[config.mk]
export PLATFORM = sky130hd
export DESIGN_NAME = crds_top
export DESIGN_NICKNAME = d
export VERILOG_FILES = /design/src/hdl/crds_pkg.sv /design/src/hdl/crds_top.sv
export VERILOG_INCLUDE_DIRS = /design/src /design/src/hdl
export SDC_FILE = /design/constraint.sdc
export NUM_CORES = 1
export LEC_CHECK = 0
export ABC_AREA = 1
export BUFFER_PORTS_ARGS = -buffer_cell sky130_fd_sc_hd__buf_4
export CORE_MARGIN = 5
export CORE_UTILIZATION = 61
export DETAILED_ROUTE_END_ITERATION = 8
export MAX_ROUTING_LAYER = met4
export PLACE_DENSITY = 0.81
export SKIP_CTS_REPAIR_TIMING = 1
export SYNTH_ARGS = -nofsm -noshare
export SYNTH_HDL_FRONTEND = slang
export SYNTH_SLANG_ARGS = --single-unit
[constraint.sdc]
create_clock -name clk_sys -period 4.2 [get_ports clk_sys]
set_clock_uncertainty 0.15 [all_clocks]
set_input_delay 0.63 -clock clk_sys [delete_from_list [all_inputs] [get_ports clk_sys]]
set_output_delay 0.63 -clock clk_sys [all_outputs]
set_load 0.005 [all_outputs]
[src/hdl/crds_defs.svh]
// Offsets, field positions, reset values and timing counts of the debounce/shutdown block
`ifndef CRDS_DEFS_SVH
`define CRDS_DEFS_SVH

`define CRDS_OFF_CTRL        8'h00
`define CRDS_OFF_BAT_COUNT   8'h04
`define CRDS_OFF_SDN_COUNT   8'h08
`define CRDS_OFF_IRQ_STATUS  8'h0c
`define CRDS_OFF_IRQ_ENABLE  8'h10
`define CRDS_OFF_IRQ_CLEAR   8'h14
`define CRDS_OFF_SLOT_STATE  8'h18
`define CRDS_OFF_SLOT_REARM  8'h1c

`define CRDS_CTRL_BAT_DET    4
`define CRDS_CTRL_SDN_LEVEL  6
`define CRDS_CTRL_SDN_DET    7
`define CRDS_CTRL_RESET      8'h40

`define CRDS_COUNT_RESET     8'h04

`define CRDS_IRQ_BAT         0
`define CRDS_IRQ_SDN         1
`define CRDS_IRQ_SLOT1_DONE  2
`define CRDS_IRQ_SLOT2_DONE  3
`define CRDS_IRQ_W           4

`define CRDS_SYS_HZ          100000000
`define CRDS_TICK_HZ         32768
`define CRDS_TICK_CYCLES     (`CRDS_SYS_HZ / `CRDS_TICK_HZ)

`endif

[src/hdl/crds_pkg.sv]
// Types shared by the debounce/shutdown block
`default_nettype none
package crds_pkg;

   typedef enum logic [2:0] {
      CRDS_SLOT_IDLE    = 3'b000,
      CRDS_SLOT_INSTANT = 3'b001,
      CRDS_SLOT_STAGE_1 = 3'b010,
      CRDS_SLOT_STAGE_2 = 3'b011,
      CRDS_SLOT_STAGE_3 = 3'b100,
      CRDS_SLOT_OFF     = 3'b101
   } crds_slot_state_t;

endpackage : crds_pkg
`default_nettype wire

[src/hdl/crds_top.sv]
// Battery/shutdown debounce and card slot automatic shutdown sequencer
`include "crds_defs.svh"
`default_nettype none

module crds_top #(
   parameter int unsigned COUNT_W = 8
) (
   input  wire logic                clk_sys,
   input  wire logic                reset,
   input  wire logic [7:0]          reg_addr,
   input  wire logic [7:0]          reg_wdata,
   input  wire logic                reg_write,
   input  wire logic                reg_read,
   output logic      [7:0]          reg_rdata,
   input  wire logic                battery_sense_input,
   input  wire logic                shutdown_pin_input,
   input  wire logic [1:0]          slot_powered,
   input  wire logic [1:0]          slot_selected,
   input  wire logic [1:0]          card_clock,
   output logic                     battery_sense_debounced,
   output logic                     shutdown_pin_debounced,
   output logic      [1:0]          slot_reset_force_low,
   output logic      [1:0]          slot_clock_force_low,
   output logic      [1:0]          slot_data_force_low,
   output logic      [1:0]          slot_supply_off,
   output logic                     irq
);

   localparam int unsigned TICK_W = 12;
   localparam logic [TICK_W-1:0] TICK_LAST = TICK_W'(`CRDS_TICK_CYCLES - 1);

   // Slow timebase: one-cycle enable at the debounce clock rate
   logic [TICK_W-1:0] tick_cnt;
   logic [TICK_W-1:0] next_tick_cnt;
   logic              tick;

   always_comb begin
      tick          = (tick_cnt == TICK_LAST);
      next_tick_cnt = tick ? '0 : tick_cnt + 1'b1;
   end

   always_ff @(posedge clk_sys) begin
      if (reset) begin
         tick_cnt <= '0;
      end else begin
         tick_cnt <= next_tick_cnt;
      end
   end

   // Software registers
   logic [7:0]               ctrl;
   logic [COUNT_W-1:0]       bat_count;
   logic [COUNT_W-1:0]       sdn_count;
   logic [`CRDS_IRQ_W-1:0]   irq_status;
   logic [`CRDS_IRQ_W-1:0]   irq_enable;
   logic [7:0]               next_ctrl;
   logic [COUNT_W-1:0]       next_bat_count;
   logic [COUNT_W-1:0]       next_sdn_count;
   logic [`CRDS_IRQ_W-1:0]   next_irq_status;
   logic [`CRDS_IRQ_W-1:0]   next_irq_enable;
   logic [7:0]               next_reg_rdata;
   logic [`CRDS_IRQ_W-1:0]   irq_events;
   logic [1:0]               rearm;

   // Debouncer channel 0 is battery sense, channel 1 is the shutdown pin
   logic [1:0]               deb_in;
   logic [1:0]               deb_true;
   logic [1:0]               deb_rise;
   logic [1:0]               deb_force;
   logic [1:0]               deb_clear;
   logic [COUNT_W-1:0]       deb_reload [2];
   logic                     sdn_level;
   crds_pkg::crds_slot_state_t slot_state [2];
   logic [1:0]               slot_done;

   assign sdn_level = ctrl[`CRDS_CTRL_SDN_LEVEL];
   assign deb_in[0] = battery_sense_input;
   assign deb_in[1] = (shutdown_pin_input == sdn_level);
   assign deb_reload[0] = bat_count;
   assign deb_reload[1] = sdn_count;
   assign deb_force[0] = 1'b0;
   // Moving the level onto the pin's present state skips the count silently
   assign deb_force[1] = reg_write && (reg_addr == `CRDS_OFF_CTRL)
                         && (reg_wdata[`CRDS_CTRL_SDN_LEVEL] == shutdown_pin_input)
                         && (reg_wdata[`CRDS_CTRL_SDN_LEVEL] != sdn_level);
   // Moving the level away from the pin restarts the count, so no stale true shows
   assign deb_clear[0] = 1'b0;
   assign deb_clear[1] = reg_write && (reg_addr == `CRDS_OFF_CTRL)
                         && (reg_wdata[`CRDS_CTRL_SDN_LEVEL] != shutdown_pin_input)
                         && (reg_wdata[`CRDS_CTRL_SDN_LEVEL] != sdn_level);

   always_comb begin
      next_ctrl       = ctrl;
      next_bat_count  = bat_count;
      next_sdn_count  = sdn_count;
      next_irq_enable = irq_enable;
      rearm           = 2'b00;
      next_reg_rdata  = 8'h00;
      irq_events      = {slot_done[1], slot_done[0], deb_rise[1], deb_rise[0]};
      next_irq_status = irq_status;
      if (reg_write) begin
         case (reg_addr)
            `CRDS_OFF_CTRL:       next_ctrl = reg_wdata;
            `CRDS_OFF_BAT_COUNT:  next_bat_count = reg_wdata[COUNT_W-1:0];
            `CRDS_OFF_SDN_COUNT:  next_sdn_count = reg_wdata[COUNT_W-1:0];
            `CRDS_OFF_IRQ_ENABLE: next_irq_enable = reg_wdata[`CRDS_IRQ_W-1:0];
            `CRDS_OFF_IRQ_CLEAR:  next_irq_status = irq_status & ~reg_wdata[`CRDS_IRQ_W-1:0];
            `CRDS_OFF_SLOT_REARM: rearm = reg_wdata[1:0];
            default:              next_ctrl = ctrl;
         endcase
      end
      // Set wins over a clear in the same cycle
      next_irq_status = next_irq_status | irq_events;
      if (reg_read) begin
         case (reg_addr)
            `CRDS_OFF_CTRL:       next_reg_rdata = ctrl;
            `CRDS_OFF_BAT_COUNT:  next_reg_rdata = 8'(bat_count);
            `CRDS_OFF_SDN_COUNT:  next_reg_rdata = 8'(sdn_count);
            `CRDS_OFF_IRQ_STATUS: next_reg_rdata = 8'(irq_status);
            `CRDS_OFF_IRQ_ENABLE: next_reg_rdata = 8'(irq_enable);
            `CRDS_OFF_SLOT_STATE: next_reg_rdata = {slot_state[1][2:0], slot_state[0][2:0],
                                                   shutdown_pin_debounced,
                                                   battery_sense_debounced};
            default:              next_reg_rdata = 8'h00;
         endcase
      end
   end

   always_ff @(posedge clk_sys) begin
      if (reset) begin
         ctrl       <= `CRDS_CTRL_RESET;
         bat_count  <= COUNT_W'(`CRDS_COUNT_RESET);
         sdn_count  <= COUNT_W'(`CRDS_COUNT_RESET);
         irq_status <= '0;
         irq_enable <= '0;
         reg_rdata  <= 8'h00;
      end else begin
         ctrl       <= next_ctrl;
         bat_count  <= next_bat_count;
         sdn_count  <= next_sdn_count;
         irq_status <= next_irq_status;
         irq_enable <= next_irq_enable;
         reg_rdata  <= next_reg_rdata;
      end
   end

   assign irq = |(irq_status & irq_enable);

   // Debounce counters
   for (genvar d = 0; d < 2; d++) begin : g_deb
      logic [COUNT_W-1:0] cnt;
      logic [COUNT_W-1:0] next_cnt;
      logic               last_in;
      logic               next_last_in;
      logic               next_true;

      always_comb begin
         next_cnt     = cnt;
         next_true    = deb_true[d];
         next_last_in = last_in;
         deb_rise[d]  = 1'b0;
         if (deb_force[d]) begin
            next_cnt     = '0;
            next_true    = 1'b1;
            next_last_in = 1'b1;
         end else if (deb_clear[d]) begin
            next_cnt     = deb_reload[d];
            next_true    = 1'b0;
            next_last_in = 1'b0;
         end else if (tick) begin
            next_last_in = deb_in[d];
            if (!deb_in[d] || (deb_in[d] != last_in)) begin
               // Fresh reload picks up any count written meanwhile
               next_cnt  = deb_reload[d];
               next_true = 1'b0;
            end else if (cnt != '0) begin
               next_cnt = cnt - 1'b1;
            end else begin
               next_true   = 1'b1;
               deb_rise[d] = !deb_true[d];
            end
         end
      end

      always_ff @(posedge clk_sys) begin
         if (reset) begin
            cnt         <= COUNT_W'(`CRDS_COUNT_RESET);
            deb_true[d] <= 1'b0;
            last_in     <= 1'b0;
         end else begin
            cnt         <= next_cnt;
            deb_true[d] <= next_true;
            last_in     <= next_last_in;
         end
      end
   end

   assign battery_sense_debounced = deb_true[0];
   assign shutdown_pin_debounced  = deb_true[1] ? sdn_level : !sdn_level;

   // Shutdown triggers; the pin only reaches the second slot
   logic       bat_start;
   logic       sdn_start;
   logic [1:0] slot_start;

   assign bat_start  = deb_rise[0] && !ctrl[`CRDS_CTRL_BAT_DET];
   assign sdn_start  = deb_rise[1] && !ctrl[`CRDS_CTRL_SDN_DET];
   assign slot_start = {bat_start || sdn_start, bat_start};

   // Slot shutdown sequencers
   for (genvar s = 0; s < 2; s++) begin : g_slot
      crds_pkg::crds_slot_state_t next_state;
      logic [3:0]                 outs;
      logic [3:0]                 next_outs;

      always_comb begin
         next_state   = slot_state[s];
         next_outs    = outs;
         slot_done[s] = 1'b0;
         case (slot_state[s])
            crds_pkg::CRDS_SLOT_IDLE: begin
               next_outs = 4'h0;
               if (slot_start[s]) begin
                  if (slot_powered[s] && slot_selected[s] && card_clock[s]) begin
                     next_outs  = 4'h1;
                     next_state = crds_pkg::CRDS_SLOT_STAGE_1;
                  end else begin
                     next_outs  = 4'h7;
                     next_state = crds_pkg::CRDS_SLOT_INSTANT;
                  end
               end
            end
            // Raw input is no longer looked at once a sequence runs
            crds_pkg::CRDS_SLOT_INSTANT: begin
               if (tick) begin
                  next_outs    = 4'hf;
                  next_state   = crds_pkg::CRDS_SLOT_OFF;
                  slot_done[s] = 1'b1;
               end
            end
            crds_pkg::CRDS_SLOT_STAGE_1: begin
               if (tick) begin
                  next_outs  = 4'h3;
                  next_state = crds_pkg::CRDS_SLOT_STAGE_2;
               end
            end
            crds_pkg::CRDS_SLOT_STAGE_2: begin
               if (tick) begin
                  next_outs  = 4'h7;
                  next_state = crds_pkg::CRDS_SLOT_STAGE_3;
               end
            end
            crds_pkg::CRDS_SLOT_STAGE_3: begin
               if (tick) begin
                  next_outs    = 4'hf;
                  next_state   = crds_pkg::CRDS_SLOT_OFF;
                  slot_done[s] = 1'b1;
               end
            end
            crds_pkg::CRDS_SLOT_OFF: begin
               // Held off until software rearms, so a glitching sense cannot re-power
               if (rearm[s]) begin
                  next_outs  = 4'h0;
                  next_state = crds_pkg::CRDS_SLOT_IDLE;
               end
            end
            default: begin
               next_outs  = 4'hf;
               next_state = crds_pkg::CRDS_SLOT_OFF;
            end
         endcase
      end

      always_ff @(posedge clk_sys) begin
         if (reset) begin
            slot_state[s] <= crds_pkg::CRDS_SLOT_IDLE;
            outs          <= 4'h0;
         end else begin
            slot_state[s] <= next_state;
            outs          <= next_outs;
         end
      end

      assign slot_reset_force_low[s] = outs[0];
      assign slot_clock_force_low[s] = outs[1];
      assign slot_data_force_low[s]  = outs[2];
      assign slot_supply_off[s]      = outs[3];
   end

endmodule : crds_top
`default_nettype wire

* Word level (Yosys, flattened, before mapping)
Memory sizes are Yosys's and may differ from the RTL's.
Index checks and enable logic that the tools add are counted.
** Word-level totals
- Bits in registers :: 80
- RAM bits :: 6
- Input bits :: 28
- Output and inout port bits :: 19
- Word-level logic and storage cells :: 173
- Memories kept :: 1
** Memory list
- slot_state :: depth 2, width 3, rd ports 2, clocked after Yosys merged registers in 0, write ports 2, RTL line crds_top.sv:73 : crds_pkg::crds_slot_state_t slot_state [2];
** Operators by class
- Add/subtract/negate cells :: 3
- Equal/unequal tests :: 34
- Mux-type cells :: 64
- Bitwise logic cells :: 7
- Reductions and logical operators :: 48
** Operators with widths (count)
- two-way mux 3 bit :: 17
- two-way mux 8 bit :: 6
- one-hot mux 8 bit (6 select lines) :: 1
- one-hot mux 4 bit (5 select lines) :: 2
- equality test 8 x 5 -> 1 bit, second input constant :: 4
- one-hot mux 3 bit (5 select lines) :: 2
- two-way mux 4 bit :: 7
- two-way mux 1 bit :: 25
- AND reduction 2 bit :: 9
- equality test 8 x 4 -> 1 bit, second input constant :: 2
- nonzero test 8 bit :: 2
- subtractor 8 x 1 -> 8 bit, second input constant :: 2
- inequality test 2 bit, second input constant :: 7
- adder 12 x 1 -> 12 bit, second input constant :: 1
- equality test 12 bit, second input constant :: 1
- equality test 3 x 2 -> 1 bit, second input constant :: 4
- equality test 3 bit, second input constant :: 4
- logical AND 1 bit :: 11
- OR reduction 2 bit :: 5
- bitwise AND 4 bit :: 2
- equality test 8 x 3 -> 1 bit, second input constant :: 1
- logical NOT 8 bit :: 1
- two-way mux 2 bit :: 4
- AND reduction 4 bit :: 2
- 16 further kinds :: 34

* Longest topological paths before layout
- Word-level depth :: 12
- Depth in mapped cells :: 12
- Mapped depth without buffers :: 12

* Least setup slack after synthesis
No wires, ideal clock.
- Path kind :: in2reg
- From :: input port reg_addr[5]
- To :: register g_deb[1].cnt[0]
- Library setup time :: 0.117 ns
- Data arrival time :: 1.664 ns
- Required time :: 3.933 ns
- Path slack :: 2.268 ns
- Cell stages on the path :: 10
- Path buffers :: 0
- Cells stage by stage :: nor2_2 -> nand3_2 -> nor2_8 -> inv_4 -> nor2_4 -> nand3_2 -> nand2_2 -> inv_1 -> o21ai_0 -> nor2_1
** Between the ends
- Word-level cells in the longest chain between the ends :: 6
- Elaborated cells between the ends (all ways) :: 11
- Classes of those cells :: mux: 1; reduce/logical: 10
** Ends and longest elaborated chain
- start: declaration :: RTL line crds_top.sv:10 : input wire logic [7:0] reg_addr,
- logical NOT 8 bit (*)
- logical AND 1 bit (*) :: RTL line crds_top.sv:83, crds_top.sv:88
- logical AND 1 bit (2 in a row) :: RTL line crds_top.sv:88 : assign deb_clear[1] = reg_write && (reg_addr == `CRDS_OFF_CTRL)
- nonzero test 3 bit (no source line) / nonzero test 2 bit (equally long branches)
- AND reduction 2 bit (no source line)
- end signal: assignment :: RTL line crds_top.sv:187 : cnt <= COUNT_W'(`CRDS_COUNT_RESET);
- end signal: assignment :: RTL line crds_top.sv:191 : cnt <= next_cnt;
- end: declaration :: RTL line crds_top.sv:151 : logic [COUNT_W-1:0] cnt;
Mark *: on every way between the ends. The rest lies on a longest branch, timed or not.
A chain may end at the register's enable or synchronous reset.

* Final worst setup path
- From :: input port reset
- To :: register reg_rdata[5]
** Between the ends
- Word-level cells in the longest chain between the ends :: 1
** Ends and longest elaborated chain
- start: declaration :: RTL line crds_top.sv:9 : input wire logic reset,
- OR reduction 2 bit (no source line)
- end signal: assignment :: RTL line crds_top.sv:143 : reg_rdata <= next_reg_rdata;
- end: declaration :: RTL line crds_top.sv:14 : output logic [7:0] reg_rdata,
No other way between the ends.

==> impl_results.md <==
* Final setup margin at about 2.1 ns
* CTS tree: built
* Worst hold path type: flip-flop to flip-flop
* Ports at 47
* GRT overflow at 0
* Initial antenna violation count at 0
* Peak VDD IR at approximately 430 uV
* WP data required at 4.32 ns
* Total Routing Usage GR at a little over a quarter
* Fillers at about 630
* DRC at 0
* Fin crit share at a little under 50%
* First-pass GRT wire length at around 19000 um
* Final net count at 724
* DRT Pass-1 Iters at 5
* Non-Filler Instances at slightly below 800
* RSZ-0062 raised after global routing: no
* DR iter-0 viols at about 330
* Status: completed
* Main synth FF type: dfxtp_1
* Clk_lat worst skew at 0.35 ns
* Seq/Total Area, Yosys at around two fifths
* Final Max Slew Viols at 0
* Static leakage at about 2.1 nW
* PortBufs at 46
* Die Y at roughly 96 um
* Worst hold slack at 0.318 ns
* Power Density at ~370 nW/um^2
* Tightest Pin Transition at ~0.79 ns
* Die Wd at about 96 um
* Clock slew at reported path FFs at around 0.080 ns
* Yosys reg bits at 86
* Share of layout cells above drive strength 1 at roughly 15%
* Die area at 9210 sq um
* Final setup viols at 0
* Clock buffer depth at 2
* Fin. Hold Viols at 0
* FMAX at between 0.4 and 0.5 GHz
* GP Congestion at between 0.9 and 1
* Core area at 7210 sq um
* Worst-path fanout max at 25
* Post-synth net total at between 600 and 700
* Synth Instances at around 640
* Vias at 4414
* Initial Utilization at ~63%
* Count of warnings emitted by yosys at 0
* Avg Vias per Cell at ~5.6
* Crit path DAT at 2.21 ns
* Placed insts at about 780
* Post-Syn Area at ~4500 sq um
* Root Driver: clkbuf_8
* Element type at the critical path start: input pin
* Detail Route Antenna Nets at 0
* Largest net degree at the start of global routing at 26
* Number of synthesized flops with an enable pin at 0
* HPWL after DPL at about 8700 um
* Worst rel slew slack at between 40% and 50%
* Crit Path Category: input pin to flip-flop
* Vias in the first global route at between 4000 and 5000
* WL/cell at 14.2 um
* Final core utilization at between 70% and 80%
* Ant. Diodes at 0
* Area Growth Syn to Fin at 14.1%
* # rows at 31
* CTS H-tree lvls at 3
* Synth cell types at between 40 and 50
* Worst setup EP type: flip-flop
* Post-Place Setup Slack at between 1.5 and 2 ns
* Crit path time final at between 2 and 2.5 ns
* Max cap viols at 0
* Clock sink count at 86
* Clock buffer count from CTS at 9
* Average cell area after synthesis at about 7 sq um
* Routed wire length at 11300 um
* Final setup TNS at 0 ns
* Ys async rst share at 0%
-- layer usage --
layer  vias up  share of wire [%]  track usage, %
li1       2201                  -               -
met1      2014                 45            34.5
met2       172                 46            41.6
met3        27                6.3            4.07
met4         0                2.1            9.95
met5         -                  0               -
-- Yosys cell counts (2+ instances only) --
| cell type | n | share of area, % |
|---|---|---|
| o221ai_1 | 2 | 0.39 |
| dfxtp_1 | 86 | 38 |
| or2_0 | 2 | 0.28 |
| buf_2 | 2 | 0.22 |
| nor2_1 | 79 | 6.6 |
| nand4_1 | 6 | 0.83 |
| inv_2 | 4 | 0.33 |
| nand3_4 | 2 | 0.78 |
| nand3_1 | 27 | 3.0 |
| nand3_2 | 7 | 1.6 |
| nand3b_1 | 3 | 0.50 |
| a21oi_1 | 55 | 6.1 |
| xnor2_1 | 7 | 1.4 |
| nor3_1 | 8 | 0.89 |
| buf_6 | 2 | 0.50 |
| or2_2 | 2 | 0.28 |
| a211oi_1 | 7 | 1.2 |
| clkbuf_1 | 5 | 0.42 |
| o21ai_1 | 2 | 0.22 |
| nand2_1 | 132 | 11 |
| ha_1 | 6 | 1.7 |
| a31oi_1 | 6 | 0.83 |
| o211ai_1 | 4 | 0.67 |
| o22ai_1 | 4 | 0.55 |
| o31ai_1 | 2 | 0.33 |
| nand2_2 | 9 | 1.2 |
| nor2_2 | 8 | 1.1 |
| inv_1 | 77 | 6.4 |
| o21ai_0 | 56 | 6.2 |
| nor2_4 | 4 | 1.0 |
| nor3b_1 | 4 | 0.67 |
| a41oi_1 | 2 | 0.39 |
| xor2_1 | 5 | 0.97 |
-- final cells by class --
type | instances | area (sq um) | share of cell area, %
Clock buffer | 12 | 145 | 2.82
Clock inverter | 4 | 70.1 | 1.36
Inverter | 84 | 319 | 6.20
Multi-Input combinational cell | 462 | 2410 | 46.9
Sequential cell | 86 | 1720 | 33.4
Tap cell | 99 | 124 | 2.41
Timing Repair Buffer | 47 | 353 | 6.85
-- cells in the final DEF (no fill, tap or decap), drive strengths merged, types with 3 or more instances in the layout --
cell	Yosys	routed
nand3	36	36
nor3b	5	5
o21ai	58	58
xnor2	7	7
ha	6	6
nor2	92	92
o211ai	4	4
dfxtp	86	86
or2	4	4
xor2	6	6
a211oi	7	7
nor3	10	10
inv	82	82
a21oi	57	57
buf	5	47
nand4	7	7
a31oi	6	6
nand2	141	141
clkinv	2	4
clkbuf	5	12
nand3b	3	3
o22ai	4	4
-- kinds of logic after synthesis --
family | count (synthesis) | synth area share (%)
xor+xnor | 13 | 2.69
fa+ha+maj | 6 | 1.66
flops | 86 | 38.2
buf+inv | 94 | 8.29
simple gates | 299 | 31.4
compound gates | 144 | 17.8
-- metrics by stage --
step,cell area [sq um],total power (W)
after floorplan,4510,0.00116
after global placement,4930,0.00127
after detailed placement,4930,0.00128
after CTS,5150,0.00191
after global routing,5150,0.00202
final,5150,0.00191
-- power by group --
group	switching, W	internal [W]
registers	0.0000321	0.000852
logic	0.000244	0.000143
clock network	0.000287	0.000350
-- state kept, by name, indices dropped and copies added, names as in the netlist --
signal	flops
slot_state	6
tick_cnt	12
g_slot.outs	8
reg_rdata	8
sdn_count	8
irq_status	4
bat_count	8
deb_true	1
g_deb.cnt	16
battery_sense_debounced	1
g_deb.last_in	2
irq_enable	4
ctrl	8
-- worst max-delay path, stage by stage --
cell     delay (ns)
buf_4          0.19
inv_1          0.61
nand2_1        0.24
inv_1          0.09
o21ai_0        0.20
a41oi_1        0.23
-- path summary, 6_finish.rpt --
check | slack [ns] | end | cells past startpoint | start
setup / recovery | 2.11 | reg_rdata[5] | 6 | reset
hold / removal | 0.32 | g_slot[0].outs[3] | 2 | g_slot[0].outs[3]
setup reg to reg | 2.23 | g_deb[0].cnt[5] | 10 | tick_cnt[0]
hold reg to reg | 0.32 | g_slot[0].outs[3] | 2 | g_slot[0].outs[3]
Power figures use the tool's default switching activity.
